[src/inc/xar_consts.vh]
// Constants for the extended attribute resolver: field positions, codes,
// register offsets, reset values and scan geometry.
// Assumes it is included by bare name from each design file that needs it.
//
// What this block does
// - An extended field attribute splits into highlight bits 7:6, colour bits 5:3, symbol set 2:0.
// - Highlight 00 is normal, 01 blinking, 10 reverse video and 11 underlined.
// - Colour 000 is the base colour, and 001 to 111 are blue, red, magenta, green, cyan, yellow, white.
// - Symbol set 000 is base, 001 the alternate language set, 010 to 111 loadable sets two to seven.
// - A character whose extended character attribute is zero takes the held extended field attribute.
// - A nonzero extended character attribute affects only its own character, never later ones.
// - Each zero field of an extended character attribute is taken from the held extended field attribute.
// - The most recent attribute byte is held and governs every following character until replaced or until a new scan starts at position zero.
// - The screen is one run of 1920 positions, and line ends never touch the held attributes.
// - Every position holding an attribute byte is shown as a blank character.
// - The attribute byte ahead of a field sets protection, numeric and intensity of its characters.
`ifndef XAR_CONSTS_VH
`define XAR_CONSTS_VH

// ****************************************
// Buffer byte layout
// ****************************************
`define XAR_ATTR_ID_HI 7
`define XAR_ATTR_ID_LO 6
`define XAR_ATTR_ID 2'h3
`define XAR_FA_PROT_BIT 5
`define XAR_FA_NUM_BIT 4
`define XAR_FA_INT_HI 3
`define XAR_FA_INT_LO 2
`define XAR_FA_MDT_BIT 0
`define XAR_BLANK_CHAR 8'h10

// ****************************************
// Extended attribute layout and codes
// ****************************************
`define XAR_HL_HI 7
`define XAR_HL_LO 6
`define XAR_COL_HI 5
`define XAR_COL_LO 3
`define XAR_SYM_HI 2
`define XAR_SYM_LO 0
`define XAR_HL_NORMAL 2'h0
`define XAR_HL_BLINK 2'h1
`define XAR_HL_REVERSE 2'h2
`define XAR_HL_UNDERLINE 2'h3
`define XAR_COL_BASE 3'h0
`define XAR_COL_WHITE 3'h7
`define XAR_SYM_BASE 3'h0
`define XAR_SYM_ALT_LANG 3'h1
`define XAR_SYM_LOADABLE_SIZE 191

// ****************************************
// Reset values of held attributes
// ****************************************
`define XAR_FA_RESET 8'hc0
`define XAR_EFA_RESET 8'h00

// ****************************************
// Scan geometry
// ****************************************
`define XAR_SCREEN_POSITIONS 11'd1920
`define XAR_LAST_POSITION 11'd1919

// ****************************************
// Output word layout (buffer entry)
// ****************************************
`define XAR_WORD_W 32

// ****************************************
// Wishbone register map
// ****************************************
`define XAR_REG_CTRL 2'h0
`define XAR_REG_STATUS 2'h1
`define XAR_REG_COUNT 2'h2
`define XAR_CTRL_EN_BIT 0
`define XAR_CTRL_RESTART_BIT 1
`define XAR_CTRL_RESET 2'h1

`endif

[src/xar_merge.v]
// Merges a held extended field attribute with one extended character attribute.
// Assumes both bytes are stable inputs from logic on the same clock.
`timescale 1ns/1ps
`include "xar_consts.vh"

module xar_merge (
	// Attribute bytes
	input wire [7:0] efa_i,
	input wire [7:0] eca_i,
	// Resolved fields
	output wire [1:0] hl_o,
	output wire [2:0] col_o,
	output wire [2:0] sym_o
);

	// ****************************************
	// Field pick
	// ****************************************

	// A zero field of the character byte falls back to the field byte
	function [2:0] xar_pick;
		input [2:0] char_f;
		input [2:0] field_f;
		begin
			xar_pick = (char_f != 3'h0) ? char_f : field_f;
		end
	endfunction

	// Same layout for both bytes, so the all-zero byte reduces to the field byte
	wire [2:0] hl_pick;
	assign hl_pick = xar_pick({1'b0, eca_i[`XAR_HL_HI:`XAR_HL_LO]},
		{1'b0, efa_i[`XAR_HL_HI:`XAR_HL_LO]});
	assign hl_o = hl_pick[1:0];
	assign col_o = xar_pick(eca_i[`XAR_COL_HI:`XAR_COL_LO],
		efa_i[`XAR_COL_HI:`XAR_COL_LO]);
	assign sym_o = xar_pick(eca_i[`XAR_SYM_HI:`XAR_SYM_LO],
		efa_i[`XAR_SYM_HI:`XAR_SYM_LO]);

endmodule

[src/xar_fifo2.v]
// Two-entry buffer with valid and ready on both sides.
// Assumes producer and consumer share clk_i; storage is flip-flops by index.
`timescale 1ns/1ps
`include "xar_consts.vh"

module xar_fifo2 (
	// Clock and reset
	input wire clk_i,
	input wire rst_i,
	// Fill side
	input wire wr_valid_i,
	output wire wr_ready_o,
	input wire [`XAR_WORD_W-1:0] wr_data_i,
	// Drain side
	output wire rd_valid_o,
	input wire rd_ready_i,
	output wire [`XAR_WORD_W-1:0] rd_data_o
);

	reg [`XAR_WORD_W-1:0] mem_r [0:1];
	reg wr_idx_r;
	reg rd_idx_r;
	reg [1:0] count_r;
	wire push;
	wire pop;

	// Full only at two entries, so a stalled reader really fills it
	assign wr_ready_o = (count_r != 2'h2);
	assign rd_valid_o = (count_r != 2'h0);
	assign rd_data_o = mem_r[rd_idx_r];
	assign push = wr_valid_i & wr_ready_o;
	assign pop = rd_valid_o & rd_ready_i;

	// Storage write, no reset needed on data
	always @(posedge clk_i) begin
		if (push) begin
			mem_r[wr_idx_r] <= wr_data_i;
		end
	end

	// Pointers and occupancy
	always @(posedge clk_i) begin
		if (rst_i) begin
			wr_idx_r <= 1'b0;
			rd_idx_r <= 1'b0;
			count_r <= 2'h0;
		end else begin
			if (push) begin
				wr_idx_r <= ~wr_idx_r;
			end
			if (pop) begin
				rd_idx_r <= ~rd_idx_r;
			end
			if (push & ~pop) begin
				count_r <= count_r + 2'h1;
			end else if (pop & ~push) begin
				count_r <= count_r - 2'h1;
			end
		end
	end

endmodule

[src/xar_resolver.v]
// Extended attribute resolver: scans buffer bytes with their extended
// attribute bytes and emits per-position display attributes.
// Assumes the buffer reader sits on clk_i and the renderer drains the output
// stream; software reaches control and status over classic Wishbone.
//
// Decided for this implementation: the register addresses and register access over Wishbone.
`timescale 1ns/1ps
`include "xar_consts.vh"

module xar_resolver (
	// Clock and reset
	input wire clk_i,
	input wire rst_i,
	// Wishbone slave
	input wire wb_cyc_i,
	input wire wb_stb_i,
	input wire wb_we_i,
	input wire [3:0] wb_adr_i,
	input wire [3:0] wb_sel_i,
	input wire [31:0] wb_dat_i,
	output wire [31:0] wb_dat_o,
	output wire wb_ack_o,
	// Buffer reader stream
	input wire in_valid_i,
	output wire in_ready_o,
	input wire in_sof_i,
	input wire [7:0] in_byte_i,
	input wire [7:0] in_ext_i,
	// Renderer stream
	output wire out_valid_o,
	input wire out_ready_i,
	output wire [7:0] out_char_o,
	output wire out_is_attr_o,
	output wire [1:0] out_highlight_o,
	output wire [2:0] out_color_o,
	output wire [2:0] out_symbol_set_o,
	output wire out_protected_o,
	output wire out_numeric_o,
	output wire [1:0] out_intensity_o,
	output wire [10:0] out_position_o
);

	// ****************************************
	// Declarations
	// ****************************************

	// Scan states, one-hot
	localparam ST_IDLE = 2'b01;
	localparam ST_SCAN = 2'b10;

	reg [1:0] state_r;
	reg [1:0] state_nxt;
	reg [7:0] field_attr_r;
	reg [7:0] field_attr_nxt;
	reg [7:0] extended_field_attr_r;
	reg [7:0] extended_field_attr_nxt;
	reg [10:0] pos_r;
	reg [10:0] pos_nxt;
	reg [15:0] attr_count_r;
	reg [15:0] attr_count_nxt;
	reg ctrl_en_r;
	reg restart_r;
	reg wb_ack_r;
	reg [31:0] wb_dat_r;

	wire accept;
	wire scan_start;
	wire is_attr;
	wire [7:0] cur_fa;
	wire [7:0] cur_efa;
	wire [7:0] extended_char_attr;
	wire [1:0] res_hl;
	wire [2:0] res_col;
	wire [2:0] res_sym;
	wire fifo_wr_ready;
	wire [`XAR_WORD_W-1:0] fifo_wr_data;
	wire [`XAR_WORD_W-1:0] fifo_rd_data;
	wire wb_req;
	wire [1:0] wb_index;

	// ****************************************
	// Helper functions
	// ****************************************

	// A buffer byte is an attribute when its identifier bits are both set
	function xar_is_attr;
		input [7:0] b;
		begin
			xar_is_attr = (b[`XAR_ATTR_ID_HI:`XAR_ATTR_ID_LO] == `XAR_ATTR_ID);
		end
	endfunction

	// Next linear position; the screen is one run, wrap only at its end
	function [10:0] xar_next_pos;
		input [10:0] p;
		begin
			if (p == `XAR_LAST_POSITION) begin
				xar_next_pos = 11'd0;
			end else begin
				xar_next_pos = p + 11'd1;
			end
		end
	endfunction

	// ****************************************
	// Input side
	// ****************************************

	// Stall the reader while disabled, restarting or while the output buffer is full;
	// a byte taken in the restart cycle would lose its effect on the held attributes
	assign in_ready_o = ctrl_en_r & fifo_wr_ready & (state_r == ST_SCAN) & ~restart_r;
	assign accept = in_valid_i & in_ready_o;

	// A new scan begins on the reader's marker or at position zero
	assign scan_start = in_sof_i | (pos_r == 11'd0);

	// Held values, with the scan-start clear applied before this byte
	assign cur_fa = scan_start ? `XAR_FA_RESET : field_attr_r;
	assign cur_efa = scan_start ? `XAR_EFA_RESET : extended_field_attr_r;

	assign is_attr = xar_is_attr(in_byte_i);

	// The attribute position carries its own field byte; characters use their own byte
	assign extended_char_attr = is_attr ? 8'h00 : in_ext_i;

	// ****************************************
	// Resolution
	// ****************************************

	// An attribute position resolves against its freshly taken field byte
	xar_merge u_merge (
		.efa_i(is_attr ? in_ext_i : cur_efa),
		.eca_i(extended_char_attr),
		.hl_o(res_hl),
		.col_o(res_col),
		.sym_o(res_sym)
	);

	// Pack one output word; attribute positions render as blanks
	assign fifo_wr_data = {
		out_word_pos(scan_start),
		(is_attr ? `XAR_BLANK_CHAR : in_byte_i),
		is_attr,
		res_hl,
		res_col,
		res_sym,
		(is_attr ? in_byte_i[`XAR_FA_PROT_BIT] : cur_fa[`XAR_FA_PROT_BIT]),
		(is_attr ? in_byte_i[`XAR_FA_NUM_BIT] : cur_fa[`XAR_FA_NUM_BIT]),
		(is_attr ? in_byte_i[`XAR_FA_INT_HI:`XAR_FA_INT_LO]
			: cur_fa[`XAR_FA_INT_HI:`XAR_FA_INT_LO])
	};

	// Position of the byte being taken
	function [10:0] out_word_pos;
		input st;
		begin
			out_word_pos = st ? 11'd0 : pos_r;
		end
	endfunction

	// ****************************************
	// Output buffer
	// ****************************************

	// Two entries so a renderer stall never drops a resolved word
	xar_fifo2 u_fifo (
		.clk_i(clk_i),
		.rst_i(rst_i),
		.wr_valid_i(accept),
		.wr_ready_o(fifo_wr_ready),
		.wr_data_i(fifo_wr_data),
		.rd_valid_o(out_valid_o),
		.rd_ready_i(out_ready_i),
		.rd_data_o(fifo_rd_data)
	);

	// Word fields out of buffer flops
	assign out_position_o = fifo_rd_data[31:21];
	assign out_char_o = fifo_rd_data[20:13];
	assign out_is_attr_o = fifo_rd_data[12];
	assign out_highlight_o = fifo_rd_data[11:10];
	assign out_color_o = fifo_rd_data[9:7];
	assign out_symbol_set_o = fifo_rd_data[6:4];
	assign out_protected_o = fifo_rd_data[3];
	assign out_numeric_o = fifo_rd_data[2];
	assign out_intensity_o = fifo_rd_data[1:0];

	// ****************************************
	// Held attributes and scan position
	// ****************************************

	// Next-state logic for the scan
	always @* begin
		state_nxt = state_r;
		field_attr_nxt = field_attr_r;
		extended_field_attr_nxt = extended_field_attr_r;
		pos_nxt = pos_r;
		attr_count_nxt = attr_count_r;
		case (state_r)
			ST_IDLE: begin
				// One settling cycle after reset or restart before bytes are taken
				state_nxt = ST_SCAN;
			end
			ST_SCAN: begin
				if (accept) begin
					field_attr_nxt = cur_fa;
					extended_field_attr_nxt = cur_efa;
					if (is_attr) begin
						// A new attribute replaces the held pair for what follows
						field_attr_nxt = in_byte_i;
						extended_field_attr_nxt = in_ext_i;
						attr_count_nxt = attr_count_r + 16'h0001;
					end
					// Line ends are not special; only the last position wraps
					pos_nxt = xar_next_pos(scan_start ? 11'd0 : pos_r);
				end
			end
			default: begin
				state_nxt = ST_IDLE;
			end
		endcase
	end

	// Scan registers; restart forces a fresh scan from position zero
	always @(posedge clk_i) begin
		if (rst_i | restart_r) begin
			state_r <= ST_IDLE;
			field_attr_r <= `XAR_FA_RESET;
			extended_field_attr_r <= `XAR_EFA_RESET;
			pos_r <= 11'd0;
		end else begin
			state_r <= state_nxt;
			field_attr_r <= field_attr_nxt;
			extended_field_attr_r <= extended_field_attr_nxt;
			pos_r <= pos_nxt;
		end
	end

	// Attribute counter survives restart so software can watch totals
	always @(posedge clk_i) begin
		if (rst_i) begin
			attr_count_r <= 16'h0000;
		end else begin
			attr_count_r <= attr_count_nxt;
		end
	end

	// ****************************************
	// Wishbone slave
	// ****************************************

	assign wb_req = wb_cyc_i & wb_stb_i & ~wb_ack_r;
	assign wb_index = wb_adr_i[3:2];
	assign wb_ack_o = wb_ack_r;
	assign wb_dat_o = wb_dat_r;

	// One wait state answer; ack drops the cycle after it was given
	always @(posedge clk_i) begin
		if (rst_i) begin
			wb_ack_r <= 1'b0;
			wb_dat_r <= 32'h00000000;
			ctrl_en_r <= `XAR_CTRL_RESET >> 0 != 2'h0;
			restart_r <= 1'b0;
		end else begin
			wb_ack_r <= wb_req;
			restart_r <= 1'b0;
			if (wb_req & wb_we_i & wb_sel_i[0] & (wb_index == `XAR_REG_CTRL)) begin
				ctrl_en_r <= wb_dat_i[`XAR_CTRL_EN_BIT];
				restart_r <= wb_dat_i[`XAR_CTRL_RESTART_BIT];
			end
			if (wb_req) begin
				case (wb_index)
					`XAR_REG_CTRL: wb_dat_r <= {31'h00000000, ctrl_en_r};
					`XAR_REG_STATUS: wb_dat_r <= {field_attr_r, extended_field_attr_r,
						state_r == ST_SCAN, 4'h0, pos_r};
					`XAR_REG_COUNT: wb_dat_r <= {16'h0000, attr_count_r};
					default: wb_dat_r <= 32'h00000000;
				endcase
			end
		end
	end

endmodule

[config.mk]
export PLATFORM = sky130hd
export DESIGN_NAME = xar_resolver
export DESIGN_NICKNAME = d
export VERILOG_FILES = /design/src/xar_merge.v /design/src/xar_fifo2.v /design/src/xar_resolver.v
export VERILOG_INCLUDE_DIRS = /design/src /design/src/inc
export SDC_FILE = /design/constraint.sdc
export NUM_CORES = 1
export LEC_CHECK = 0
export BUFFER_PORTS_ARGS = -buffer_cell sky130_fd_sc_hd__buf_4
export CORE_MARGIN = 10
export CORE_UTILIZATION = 49
export CTS_BUF_LIST = sky130_fd_sc_hd__clkbuf_16
export DETAILED_ROUTE_END_ITERATION = 7
export GPL_TIMING_DRIVEN = 0
export PLACE_DENSITY = 0.76
export SYNTH_ARGS = -nofsm -noshare
export SYNTH_HDL_FRONTEND = slang
export SYNTH_SLANG_ARGS = --single-unit
export TNS_END_PERCENT = 100
[constraint.sdc]
create_clock -name clk_i -period 3.17 [get_ports clk_i]
set_input_delay 0.1585 -clock clk_i [delete_from_list [all_inputs] [get_ports clk_i]]
set_output_delay 0.1585 -clock clk_i [all_outputs]
set_load 0.005 [all_outputs]
## After elaboration in Yosys (flattened, before gate mapping)

Memories as Yosys holds them, arrays and structs flattened. A register that Yosys moved wholly into a read port is not among the register bits.
Cells that the tools add are included.

- Bits in registers: 84
- Bits in writable memories: 64
- Bits of input ports: 64
- Word-level logic and storage cells: 81
- Memories: 1

- Add/subtract/negate cells: 4
- Equal/unequal tests: 7
- Multiplexer cells: 22
- Bitwise logic cells: 22
- Reduce and logical (&&, ||, !) cells: 12

Memories:

| name | words | width | read ports | clocked after memory_dff | write ports | line | RTL |
|---|---|---|---|---|---|---|---|
| u_fifo.mem_r | 2 | 32 | 1 | 1 | 1 | xar_fifo2.v:20 | `` reg [`XAR_WORD_W-1:0] mem_r [0:1]; `` |

Operators by type and width:

| operator | count |
|---|---|
| 32-bit case mux with 3 select lines | 1 |
| 8-bit 2-to-1 mux | 6 |
| 11-bit 2-to-1 mux | 2 |
| 16-bit by 1-bit adder with 16-bit output (second input constant) | 1 |
| 1-bit bitwise AND | 13 |
| 11-bit by 1-bit adder with 11-bit output (second input constant) | 1 |
| 11-bit == test (second input constant) | 1 |
| 11-bit zero test | 1 |
| 2-bit 2-to-1 mux | 4 |
| 2-bit nonzero test | 4 |
| 1-bit NOT | 7 |
| 2-bit == test (second input constant) | 3 |
| 1-bit 2-to-1 mux | 6 |
| 3-bit 2-to-1 mux | 2 |
| 3-bit AND reduction | 2 |
| 3-bit nonzero test | 2 |
| 2-bit by 1-bit == test with 1-bit output (second input constant) | 2 |
| 2-bit case mux with 2 select lines | 1 |
| 2-bit by 1-bit adder with 2-bit output (second input constant) | 1 |
| 2-bit zero test | 1 |
| 2-bit inequality test (second input constant) | 1 |
| 1-bit bitwise OR | 2 |
| 2-bit AND reduction | 1 |
| 2-bit OR reduction | 1 |
| 2-bit by 1-bit subtractor with 2-bit output (second input constant) | 1 |

## Longest topological paths before layout

Gate-level depths: netlist of the first run.

- Depth in word-level cells: 10
- Depth in mapped cells: 9
- Mapped depth without buffers: 7

## Hierarchy

A second synthesis of the first run with hierarchy kept.

- Cells, all modules: 558
- Area total of the unflattened synthesis: 6224.7 um^2

By module, submodules not included:

| module | times used | cells an instance | area each (um^2) | sequential area each (um^2) |
|---|---|---|---|---|
| xar_resolver | 1 | 418 | 3607.2 | 1601.5 |
| xar_fifo2 | 1 | 124 | 2524.9 | 2021.9 |
| xar_merge | 1 | 16 | 92.6 | 0.0 |

## Worst setup path before layout of the first run

No wires, ideal clock.

- Kind: register to register
- From: reg restart_r
- To: mem u_fifo.mem_r[0][0] (netlist name), enable pin
- Library setup time: 0.421 ns
- Arrival: 2.608 ns
- Required time: 2.749 ns
- Path slack: 0.140 ns
- Stages on the path, launching flop included: 6
- Cell sequence: dfxtp_1 nand4bb_4 or3_1 clkbuf_1 clkbuf_1 nor2_1

- Word-level cells in the longest chain between the ends: 6

Ends and longest elaborated chain:

| element | line | RTL |
|---|---|---|
| from (decl) | xar_resolver.v:62 | `reg restart_r;` |
| from (signal assigned) | xar_resolver.v:269 | `` restart_r <= wb_dat_i[`XAR_CTRL_RESTART_BIT]; `` |
| 1-bit NOT | xar_resolver.v:111 | `assign in_ready_o = ctrl_en_r & fifo_wr_ready & (state_r == ST_SCAN) & ~restart_r;` |
| 1-bit bitwise AND | xar_resolver.v:111 |  |
| 1-bit bitwise AND | xar_resolver.v:112 | `assign accept = in_valid_i & in_ready_o;` |
| 1-bit bitwise AND | xar_fifo2.v:31 | `assign push = wr_valid_i & wr_ready_o;` |
| 1-bit 2-to-1 mux | xar_fifo2.v:36 | `if (push) begin` |
| 1-bit 2-to-1 mux (not written as such) | xar_fifo2.v:37 | `mem_r[wr_idx_r] <= wr_data_i;` |
| to (decl) | xar_fifo2.v:20 |  |

Every way passes these cells.

## Final worst setup path of the first run

- From: reg u_fifo.count_r[0]
- To: mem u_fifo.mem_r[0][7] (netlist name), enable pin

- Word-level cells in the longest chain between the ends: 8

Ends and longest elaborated chain:

| element | line | RTL |
|---|---|---|
| from (decl) | xar_fifo2.v:23 | `reg [1:0] count_r;` |
| from (signal assigned) | xar_fifo2.v:55 | `count_r <= count_r + 2'h1;` |
| from (signal assigned) | xar_fifo2.v:57 | `count_r <= count_r - 2'h1;` |
| 2-bit inequality test (*) | xar_fifo2.v:28 | `assign wr_ready_o = (count_r != 2'h2);` |
| 1-bit bitwise AND (3 in a row) | xar_resolver.v:111 |  |
| 1-bit bitwise AND | xar_resolver.v:112 |  |
| 1-bit bitwise AND (*) | xar_fifo2.v:31 |  |
| 1-bit 2-to-1 mux (*) | xar_fifo2.v:36 |  |
| 1-bit 2-to-1 mux (not written as such) (*) | xar_fifo2.v:37 |  |

Every way passes the cells marked *; elsewhere a longest branch is shown, timed or not.

==> results of run 1 <==
logic make-up (layout without fill, tap and decap cells):
family,Yosys count,in the layout,share of synthesized area
DFF,149,149,0.593
muxes,35,35,0.0639
buffers and inverters,43,178,0.0285
AOI/OAI and AO/OA,125,125,0.139
adders and majority gates,3,3,0.00615
xor gates and xnor gates,6,6,0.00861
and+or+nand+nor,178,178,0.160
placed cells by master, fill, tap and decap left out, types with 20 or more instances in the layout:
cell type | synthesis | routed
sky130_fd_sc_hd__a21oi_1 | 37 | 37
sky130_fd_sc_hd__a22o_1 | 20 | 20
sky130_fd_sc_hd__buf_4 | 0 | 94
sky130_fd_sc_hd__clkbuf_1 | 23 | 23
sky130_fd_sc_hd__dfxtp_1 | 85 | 85
sky130_fd_sc_hd__edfxtp_1 | 64 | 64
sky130_fd_sc_hd__mux2_2 | 32 | 32
sky130_fd_sc_hd__nand2_1 | 37 | 37
sky130_fd_sc_hd__nor2_1 | 29 | 28
sky130_fd_sc_hd__o21ai_0 | 21 | 21
per-stage QoR:
step           hold WS (ns)  instance area [um2]
2_1_floorplan         0.295                 6110
3_3_place_gp          0.402                 7020
3_5_place_dp          0.399                 7030
4_1_cts             0.00121                 7750
5_1_grt              0.0148                 7750
6_report             0.0128                 7750
registers in the layout, summed over array words and instances, names as in the netlist, named ones only:
signal,count
state_r,2
wb_dat_o,32
u_fifo.wr_idx_r,1
restart_r,1
field_attr_r,8
u_fifo.count_r,2
wb_ack_o,1
attr_count_r,16
u_fifo.mem_r,64
u_fifo.rd_idx_r,1
extended_field_attr_r,8
ctrl_en_r,1
pos_r,11
area by class of cell:
type                       count  area [um2]
clock inverter                13         151
tap                          168         210
timing repair buffer         103         796
fill                         956        4360
inverter                       8        30.0
sequential                   149        3620
buffer                        35         144
clock buffer                  19         475
multi-input combinational    347        2320
worst max-delay path, delay by kind of cell (launching register included):
kind / cells / cell delay [ns]
simple gates: 3 / 1.34
buf+inv: 2 / 0.60
flops: 1 / 0.40
layer usage:
layer | vias up | part of all wire | global-route usage
met4 | 0 | 0.019 | 0.0773
li1 | 2270 | - | -
met5 | - | 0 | 0
met3 | 24 | 0.078 | 0.0553
met2 | 195 | 0.49 | 0.298
met1 | 2357 | 0.42 | 0.217
path summary, 6_finish.rpt:
check / slack [ns] / end / from
max: 0.42 / u_fifo.mem_r[0][7] / u_fifo.count_r[0]
min: 0.01 / extended_field_attr_r[0] / in_ext_i[0]
max reg2reg: 0.42 / u_fifo.mem_r[0][7] / u_fifo.count_r[0]
min reg2reg: 0.46 / field_attr_r[7] / field_attr_r[7]
power groups by stage:
stage	registers [uW]	logic, uW	clock network, uW
3_5_place_dp	2200	808	0
6_report	2160	816	2110
3_3_place_gp	2190	796	0
2_1_floorplan	2180	445	0
5_1_grt	2170	888	2200
4_1_cts	2160	824	2120
==> results.toml, run 1 <==
[grt]
antenna_found_initial = 0
grt_pass1_wl_mm = 25.9
grt_max_degree = 33
grt-ovfl-total = 0
track_usage = 0.182
first_global_vias = 4982

[clock_network]
number_of_buffers_inserted_by_post_cts_setup_repair = 0
post_cts_hold_buffer_count = 9
clk_path_buf_depth = 2
cts_tree = "done"
cts_sinks = 149
cts.clk_slew.worst_paths_ns = 0.06
clk-insertion-delay-late_ns = 0.43
number_of_h_tree_branching_levels = 4
number_of_buffers_added_by_the_clock_tree_synthesis_step = 17
root_buffer = "sky130_fd_sc_hd__clkbuf_16"
cts_resized = 0

[yosys]
synth.lib_cells_used.distinct = 50
netlist.top_cell.by_area = "sky130_fd_sc_hd__edfxtp_1"
yosys-top-cells-area = "sky130_fd_sc_hd__edfxtp_1, sky130_fd_sc_hd__dfxtp_1, sky130_fd_sc_hd__mux2_2"
syn_avg_cell_area_um2 = 11.3
synth-warning-count = 0
yosys.area.top_type_share = 0.315
synth_fp_nets = 606
synth_most_common_cell = "sky130_fd_sc_hd__dfxtp_1"
asyncSetResetFlopFracSynth = 0
syn-cell-area_mm2 = 0.00611
post_synthesis_sequential_area_ratio = 0.593
ys_ff_latch = 149
synth_common_cells = "sky130_fd_sc_hd__dfxtp_1, sky130_fd_sc_hd__edfxtp_1, sky130_fd_sc_hd__a21oi_1, sky130_fd_sc_hd__nand2_1, sky130_fd_sc_hd__mux2_2"
dominantRegCellSynth = "sky130_fd_sc_hd__dfxtp_1"
synthesis.instances = 539
synth_edf_count = 64

[sta]
worst_slack_ns = 0.425
final_period_minus_worst_setup_slack_ns = 2.75
fin_skew_ns = 0.00742
rsz0062_at_grt = "no"
timing.setup.tns_ns = 0
tightestPinTransition_ns = 0.973
final.period_utilization = 0.866
timing_max_transition_violations_final = 0
setup-violations-final = 0
maxSlewHeadroom = 0.350
max_freq_ghz = 0.364
hold_viol_final = 0

[detailed_routing]
drt_first_pass_iters = 5
drt-initial-drc-count = 474
routed_via_density = 5.76
wl_per_cell_um = 19.0
routed-via-count = 4846
routed_wl_mm = 16.0
ant_nets = 0
drc = 0

[power]
leakage_uw = 0.00283
power_frac_comb = 0.161
p_seq_frac = 0.425
power-per-cell-area_mw_per_mm2 = 656
cellInternalPower_uw = 3840
vdd.ir_drop.worst_mv = 0.382
switching_pwr_uw = 1240
switching_share = 0.244
p_clk_frac = 0.415
design_power_total_uw = 5080

[setup_path]
type_of_the_worst_setup_path = "reg -> reg"
crit_required_ns = 3.22
critical_path_cell_by_cell = "nor2b_1 > or3_1 > clkbuf_1 > clkbuf_1 > nor2_4"
crit_path_end_kind = "flop"
cp.arrival_ns = 2.79
max_stage_delay_ns = 0.82
critical-path-slowest-cell = "sky130_fd_sc_hd__nor2_4"
critical_path_peak_fanout = 32
worst_r2r_path_depth = 5
critical_path.startpoint_type = "flop"
crit_top_cell = "sky130_fd_sc_hd__clkbuf_1"

[floorplan]
start_util = 0.504
io_pins = 131
chipHeight_um = 132
die_w_um = 132
fp.coreArea_mm2 = 0.0121
design.die.area_mm2 = 0.0173
num_rows = 40

[min_path]
min_delay_path_depth = 3
holdCritPathClass = "in -> reg"

[layout]
layoutNonFillerInstCount = 842
nets = 728
final_core_util = 0.640
drive_above_1_share = 0.257
antenna-diode-count = 0
syn_to_final_growth_pct = 26.9

[place]
gpl.final_weighted_congestion = 0.874
pre_cts_ws_ns = 0.415
dp_cells = 801
detailedPlacementHpwl_mm = 11.1
buffer_ports.inserted = 94

[flow_run]
max-cap-violations = 0

[outcome]
outcome = "finished clean"
No activity file was read; power rests on OpenSTA's default activity.
==> run 2: changes to the inputs <==
--- a/config.mk
+++ b/config.mk
@@ -8,11 +8,11 @@
 export LEC_CHECK = 0
 export BUFFER_PORTS_ARGS = -buffer_cell sky130_fd_sc_hd__buf_4
 export CORE_MARGIN = 10
-export CORE_UTILIZATION = 49
+export CORE_UTILIZATION = 54
 export CTS_BUF_LIST = sky130_fd_sc_hd__clkbuf_16
 export DETAILED_ROUTE_END_ITERATION = 7
 export GPL_TIMING_DRIVEN = 0
-export PLACE_DENSITY = 0.76
+export PLACE_DENSITY = 0.79
 export SYNTH_ARGS = -nofsm -noshare
 export SYNTH_HDL_FRONTEND = slang
 export SYNTH_SLANG_ARGS = --single-unit
==> constraint.sdc (replaced) <==
create_clock -name clk_i -period 3.1 [get_ports clk_i]
set_input_delay 0.155 -clock clk_i [delete_from_list [all_inputs] [get_ports clk_i]]
set_output_delay 0.155 -clock clk_i [all_outputs]
set_load 0.005 [all_outputs]
==> run 2 against run 1 <==
Core utilization is 6.0 points higher. Sequential cell count stayed put. Maximum frequency is 2.9% higher. Hold slack worse by 0.00064 ns. Clock-buffer cell count is 2 lower. Critical path type unchanged. Critical path depth is 1 higher. Wire length is 4.0% higher. Die area is 7.9% lower.
==> results.toml, run 2 (synthesis gave the netlist of run 1 again) <==
[outcome]
outcome = "finished clean"

[power]
leakage_uw = 0.00279
power-per-cell-area_mw_per_mm2 = 656
vdd.ir_drop.worst_mv = 0.323
design_power_total_uw = 5020

[place]
gpl.final_weighted_congestion = 0.872
detailedPlacementHpwl_mm = 11.0
dp_cells = 774
buffer_ports.inserted = 94

[layout]
largest_register_ffs = 64
most_frequent_standard_cell_in_the_layout_excluding_fill_and_tap_cells = "sky130_fd_sc_hd__buf_4"
syn_to_final_growth_pct = 25.3
nets = 727
final_cell_mix = "sky130_fd_sc_hd__buf_4, sky130_fd_sc_hd__dfxtp_1, sky130_fd_sc_hd__edfxtp_1, sky130_fd_sc_hd__nand2_1, sky130_fd_sc_hd__a21oi_1"
drive_above_1_share = 0.262
registers.top_by_ff_count = "u_fifo.mem_r"
antenna-diode-count = 0
layoutNonFillerInstCount = 813

[grt]
first_global_vias = 5076
antenna_found_initial = 0
grt_max_degree = 33
track_usage = 0.202
grt_pass1_wl_mm = 26.1
grt-ovfl-total = 0

[min_path]
worst_hold_startpoint = "in_ext_i[4]"
holdCritPathClass = "in -> reg"

[clock_network]
cts_tree = "done"
number_of_h_tree_branching_levels = 4
clk_path_buf_depth = 2
number_of_buffers_added_by_the_clock_tree_synthesis_step = 17
number_of_buffers_inserted_by_post_cts_setup_repair = 0
cts.clk_slew.worst_paths_ns = 0.07
cts_sinks = 149
clk-insertion-delay-late_ns = 0.43
root_buffer = "sky130_fd_sc_hd__clkbuf_16"

[detailed_routing]
ant_nets = 0
routed-via-count = 4965
routed_via_density = 6.11
wl_per_cell_um = 20.5
drt-initial-drc-count = 521
drc = 0
drt_first_pass_iters = 5
routed_wl_mm = 16.7

[floorplan]
start_util = 0.558
chipHeight_um = 126
die_w_um = 126
io_pins = 131
design.die.area_mm2 = 0.0160
fp.coreArea_mm2 = 0.0109
num_rows = 38

[sta]
timing_max_transition_violations_final = 0
max_freq_ghz = 0.375
rsz0062_at_grt = "no"
setup-violations-final = 0
hold_viol_final = 0
final_period_minus_worst_setup_slack_ns = 2.67
maxSlewHeadroom = 0.404
final.period_utilization = 0.861
hold_ws_ns = 0.0122
tightestPinTransition_ns = 0.887
fin_skew_ns = 0.0113

[setup_path]
crit_path_start = "u_fifo.count_r[0]"
crit_required_ns = 3.15
worstReg2RegStart = "u_fifo.count_r[0]"
crit_path_end_kind = "flop"
critical_path.startpoint_type = "flop"
critical_path_peak_fanout = 32
type_of_the_worst_setup_path = "reg -> reg"
cp.arrival_ns = 2.72

[flow_run]
max-cap-violations = 0
[run 2: changes by cell type in the layout (fill, tap and decap cells not counted), moves of 2 or more]
cell / before / now
sky130_fd_sc_hd__inv_6: 1 / 5
sky130_fd_sc_hd__inv_8: 0 / 4
sky130_fd_sc_hd__bufinv_16: 3 / 0
sky130_fd_sc_hd__clkbuf_16: 19 / 17
sky130_fd_sc_hd__clkinv_2: 3 / 1
sky130_fd_sc_hd__dlygate4sd3_1: 9 / 7
sky130_fd_sc_hd__inv_1: 9 / 7
[run 2: final timing paths]
| path | slack, ns | depth (start not counted) | to |
|---|---|---|---|
| setup / recovery | 0.43 | 6 | u_fifo.mem_r[1][6] |
| hold / removal | 0.01 | 3 | extended_field_attr_r[4] |
| setup reg to reg | 0.43 | 6 | u_fifo.mem_r[1][6] |
| hold reg to reg | 0.45 | 1 | field_attr_r[7] |
[run 2: worst max-delay path, stage by stage (launching register included)]
cell and delay [ns]:
sky130_fd_sc_hd__dfxtp_1 0.40, sky130_fd_sc_hd__nor2b_1 0.14, sky130_fd_sc_hd__or3_1 0.39, sky130_fd_sc_hd__clkbuf_1 0.23
sky130_fd_sc_hd__inv_1 0.15, sky130_fd_sc_hd__buf_2 0.24, sky130_fd_sc_hd__and2_2 0.72
[run 2: per-layer routing]
layer	part of all wire	global-route usage	wire length, um
met1	0.39	0.231	6520
met2	0.51	0.353	8490
met3	0.082	0.0571	1370
met4	0.017	0.0710	279
met5	0	0	0
[run 2: timing repair]
| action | in CTS | in global routing |
|---|---|---|
| hold buffers | 7 | 0 |
| gates resized for setup | 0 | 0 |
| endpoints found under the hold margin | 7 | 0 |
[run 2: through the flow]
stage          setup WS [ns]  utilization  setup TNS [ns]  cell area, um2
6_report               0.431        0.700               0            7650
3_3_place_gp          -0.981        0.639          -31.37            6990
3_5_place_dp           0.449        0.642               0            7020
5_1_grt                0.314        0.700               0            7650
4_1_cts                0.438        0.700               0            7650
2_1_floorplan         0.0704            -               0            6110
[run 2: area by class of cell]
type,instances,area (um2)
Fill cell,781,3290
Timing Repair Buffer,102,796
Sequential cell,149,3620
Inverter,8,30.0
Clock inverter,15,139
Buffer,35,144
Multi-Input combinational cell,347,2320
Clock buffer,17,425
Tap cell,140,175
[run 2: power by group]
part / internal, uW / switching, uW / leakage [uW]
clock: 1060 / 907 / 0.000277
combinational: 432 / 407 / 0.00126
sequential: 2150 / 60.7 / 0.00126
total: 3640 / 1380 / 0.00279
==> run 3: changes to the inputs <==
==> constraint.sdc (replaced) <==
create_clock -name clk_i -period 2.7 [get_ports clk_i]
set_input_delay 0.135 -clock clk_i [delete_from_list [all_inputs] [get_ports clk_i]]
set_output_delay 0.135 -clock clk_i [all_outputs]
set_load 0.005 [all_outputs]
==> run 3 against run 2 <==
Hold slack worse by 0.0078 ns. Core utilization rose by 0.16 points. First-iteration DRC count down 3.3%. Critical path type unchanged.
==> results.toml, run 3 (synthesis gave the netlist of run 1 again) <==
[power]
power-per-cell-area_mw_per_mm2 = 742
leakage_uw = 0.00280
power_frac_comb = 0.170
p_seq_frac = 0.446
vdd.ir_drop.worst_mv = 0.452
switching_share = 0.262
p_clk_frac = 0.383
switching_pwr_uw = 1490
cellInternalPower_uw = 4200

[sta]
tightestPinTransition_ns = 0.926
fin_skew_ns = 0.00846
hold_viol_final = 0
final_period_minus_worst_setup_slack_ns = 2.53
rsz0062_at_grt = "no"
maxSlewHeadroom = 0.377
final.period_utilization = 0.937
max_freq_ghz = 0.395
hold_ws_ns = 0.00436
setup-violations-final = 0
timing_max_transition_violations_final = 0

[clock_network]
cts_sinks = 149
clk-insertion-delay-late_ns = 0.42
cts_tree = "done"
number_of_h_tree_branching_levels = 4
number_of_buffers_added_by_the_clock_tree_synthesis_step = 17
clk_path_buf_depth = 2
cts.clk_slew.worst_paths_ns = 0.06
root_buffer = "sky130_fd_sc_hd__clkbuf_16"

[setup_path]
crit_top_cell = "sky130_fd_sc_hd__or3_1"
critical_path_buf_inv_count = 3
critical-path-slowest-cell = "sky130_fd_sc_hd__nor2b_1"
crit_path_end_kind = "flop"
max_stage_delay_ns = 0.38
type_of_the_worst_setup_path = "reg -> reg"
critical_path.startpoint_type = "flop"
cp.arrival_ns = 2.87
crit_cells = 8
timing.critical_path.max_delay_family = "simple AND/OR/NAND/NOR gates"
critical_path_peak_fanout = 10
reg2reg_to = "u_fifo.count_r[1]"
critical_path_cell_by_cell = "nor2b_1 > or3_1 > clkbuf_1 > inv_1 > buf_2 > ha_1 > or3_1 > a21oi_1"
worst_r2r_path_depth = 8
crit_required_ns = 3.04
worstReg2RegStart = "u_fifo.count_r[1]"
reg2reg_setup_slack_ns = 0.17

[grt]
grt_max_degree = 33
first_global_vias = 5017
grtUsageMet2 = 0.333
track_usage = 0.197
antenna_found_initial = 1
grt-ovfl-total = 0
use_met3 = 0.0525
gr-max-usage-layer = "met2"
grt_util_met1 = 0.235
grt_pass1_wl_mm = 25.6

[place]
gpl.final_weighted_congestion = 0.872
detailedPlacementHpwl_mm = 11.1
placedInstanceArea_mm2 = 0.00702
buffer_ports.inserted = 94

[detailed_routing]
routed_via_density = 6.07
wl_per_cell_um = 19.9
routed_wl_mm = 16.2
drt-initial-drc-count = 504
routed-via-count = 4960
drt_first_pass_iters = 7
drc = 0
ant_nets = 0

[layout]
largest_register_ffs = 64
syn_to_final_growth_pct = 25.6
registers.top_by_ff_count = "u_fifo.mem_r"
fillerInstances = 789
drive_above_1_share = 0.257
nets = 730
final_cell_mix = "sky130_fd_sc_hd__buf_4, sky130_fd_sc_hd__dfxtp_1, sky130_fd_sc_hd__edfxtp_1, sky130_fd_sc_hd__nand2_1, sky130_fd_sc_hd__a21oi_1"
final_area_mm2 = 0.00767
most_frequent_standard_cell_in_the_layout_excluding_fill_and_tap_cells = "sky130_fd_sc_hd__buf_4"

[floorplan]
start_util = 0.558
fp.coreArea_mm2 = 0.0109
io_pins = 131
num_rows = 38
die_w_um = 126
design.die.area_mm2 = 0.0160
chipHeight_um = 126

[flow_run]
max-cap-violations = 0

[min_path]
min_delay_path_depth = 3
whs_endpoint = "extended_field_attr_r[0]"
worst_hold_startpoint = "in_ext_i[0]"
holdCritPathClass = "in -> reg"

[outcome]
outcome = "finished clean"
-- run 3: cell count changes in the layout (fill, tap and decap cells not counted), sizes merged --
cell,change
dlygate4sd3,+3
clkinvlp,+2
inv,-2
clkbuf,+1
clkinv,-1
diode,+1
-- run 3: what timing repair did --
action                                  in CTS  in global routing
buffers inserted                             0                  0
hold buffers                                10                  0
endpoints found under the setup margin       0                 32
hold endpoints to repair                    10                  0
resized for setup                            0                  1
-- run 3: per-stage QoR --
stage | setup TNS, ns | utilization | cells | setup WS [ns] | power [uW]
after floorplan | 0 | - | 539 | 0.192 | 3090
after global placement | -30.55 | 0.639 | 773 | -0.549 | 3510
after CTS | 0 | 0.701 | 816 | 0.0121 | 5710
final | 0 | 0.701 | 817 | 0.169 | 5690
after detailed placement | 0 | 0.642 | 774 | 0.0318 | 3540
after global routing | 0 | 0.701 | 817 | 0.0397 | 5900
-- run 3: area by class of cell --
class | instances | area, um2 | area share
Multi-Input combinational cell | 347 | 2320 | 0.302
Buffer | 35 | 144 | 0.0188
Clock inverter | 14 | 97.6 | 0.0127
Timing Repair Buffer | 105 | 826 | 0.108
Inverter | 8 | 30.0 | 0.00392
Sequential cell | 149 | 3620 | 0.473
Clock buffer | 18 | 450 | 0.0587
Antenna cell | 1 | 2.50 | 0.000326
Tap cell | 140 | 175 | 0.0228
-- run 3: power by group through the flow --
stage | sequential (uW) | combinational (uW) | clock [uW]
floorplan | 2560 | 523 | 0
global placement | 2580 | 931 | 0
detailed placement | 2580 | 959 | 0
CTS | 2540 | 981 | 2200
global route | 2550 | 1050 | 2300
finish | 2540 | 969 | 2180
-- run 3: worst max-delay path by stage --
stage / start / endpoint / slack [ns]
CTS: u_fifo.count_r[0] / u_fifo.mem_r[1][19] / 0.01
global placement: restart_r / u_fifo.mem_r[0][8] / -0.55
detailed placement: u_fifo.count_r[0] / u_fifo.mem_r[1][7] / 0.03
floorplan: restart_r / u_fifo.mem_r[1][0] / 0.19
global route: u_fifo.count_r[1] / u_fifo.count_r[1] / 0.04
finish: u_fifo.count_r[1] / u_fifo.count_r[1] / 0.17
-- run 3: tightest hold or removal path: cells and delay by family --
kind | cells | cell delay [ns]
buffers and inverters | 1 | 0.13
AO/OA/AOI/OAI | 1 | 0.05
AND/OR/NAND/NOR | 1 | 0.05
-- run 3: per-layer routing --
metal  wire (um)  vias to the layer above
li1            -                     2293
met4         363                        0
met5           0                        -
met2        8160                      250
met1        6370                     2383
met3        1340                       34
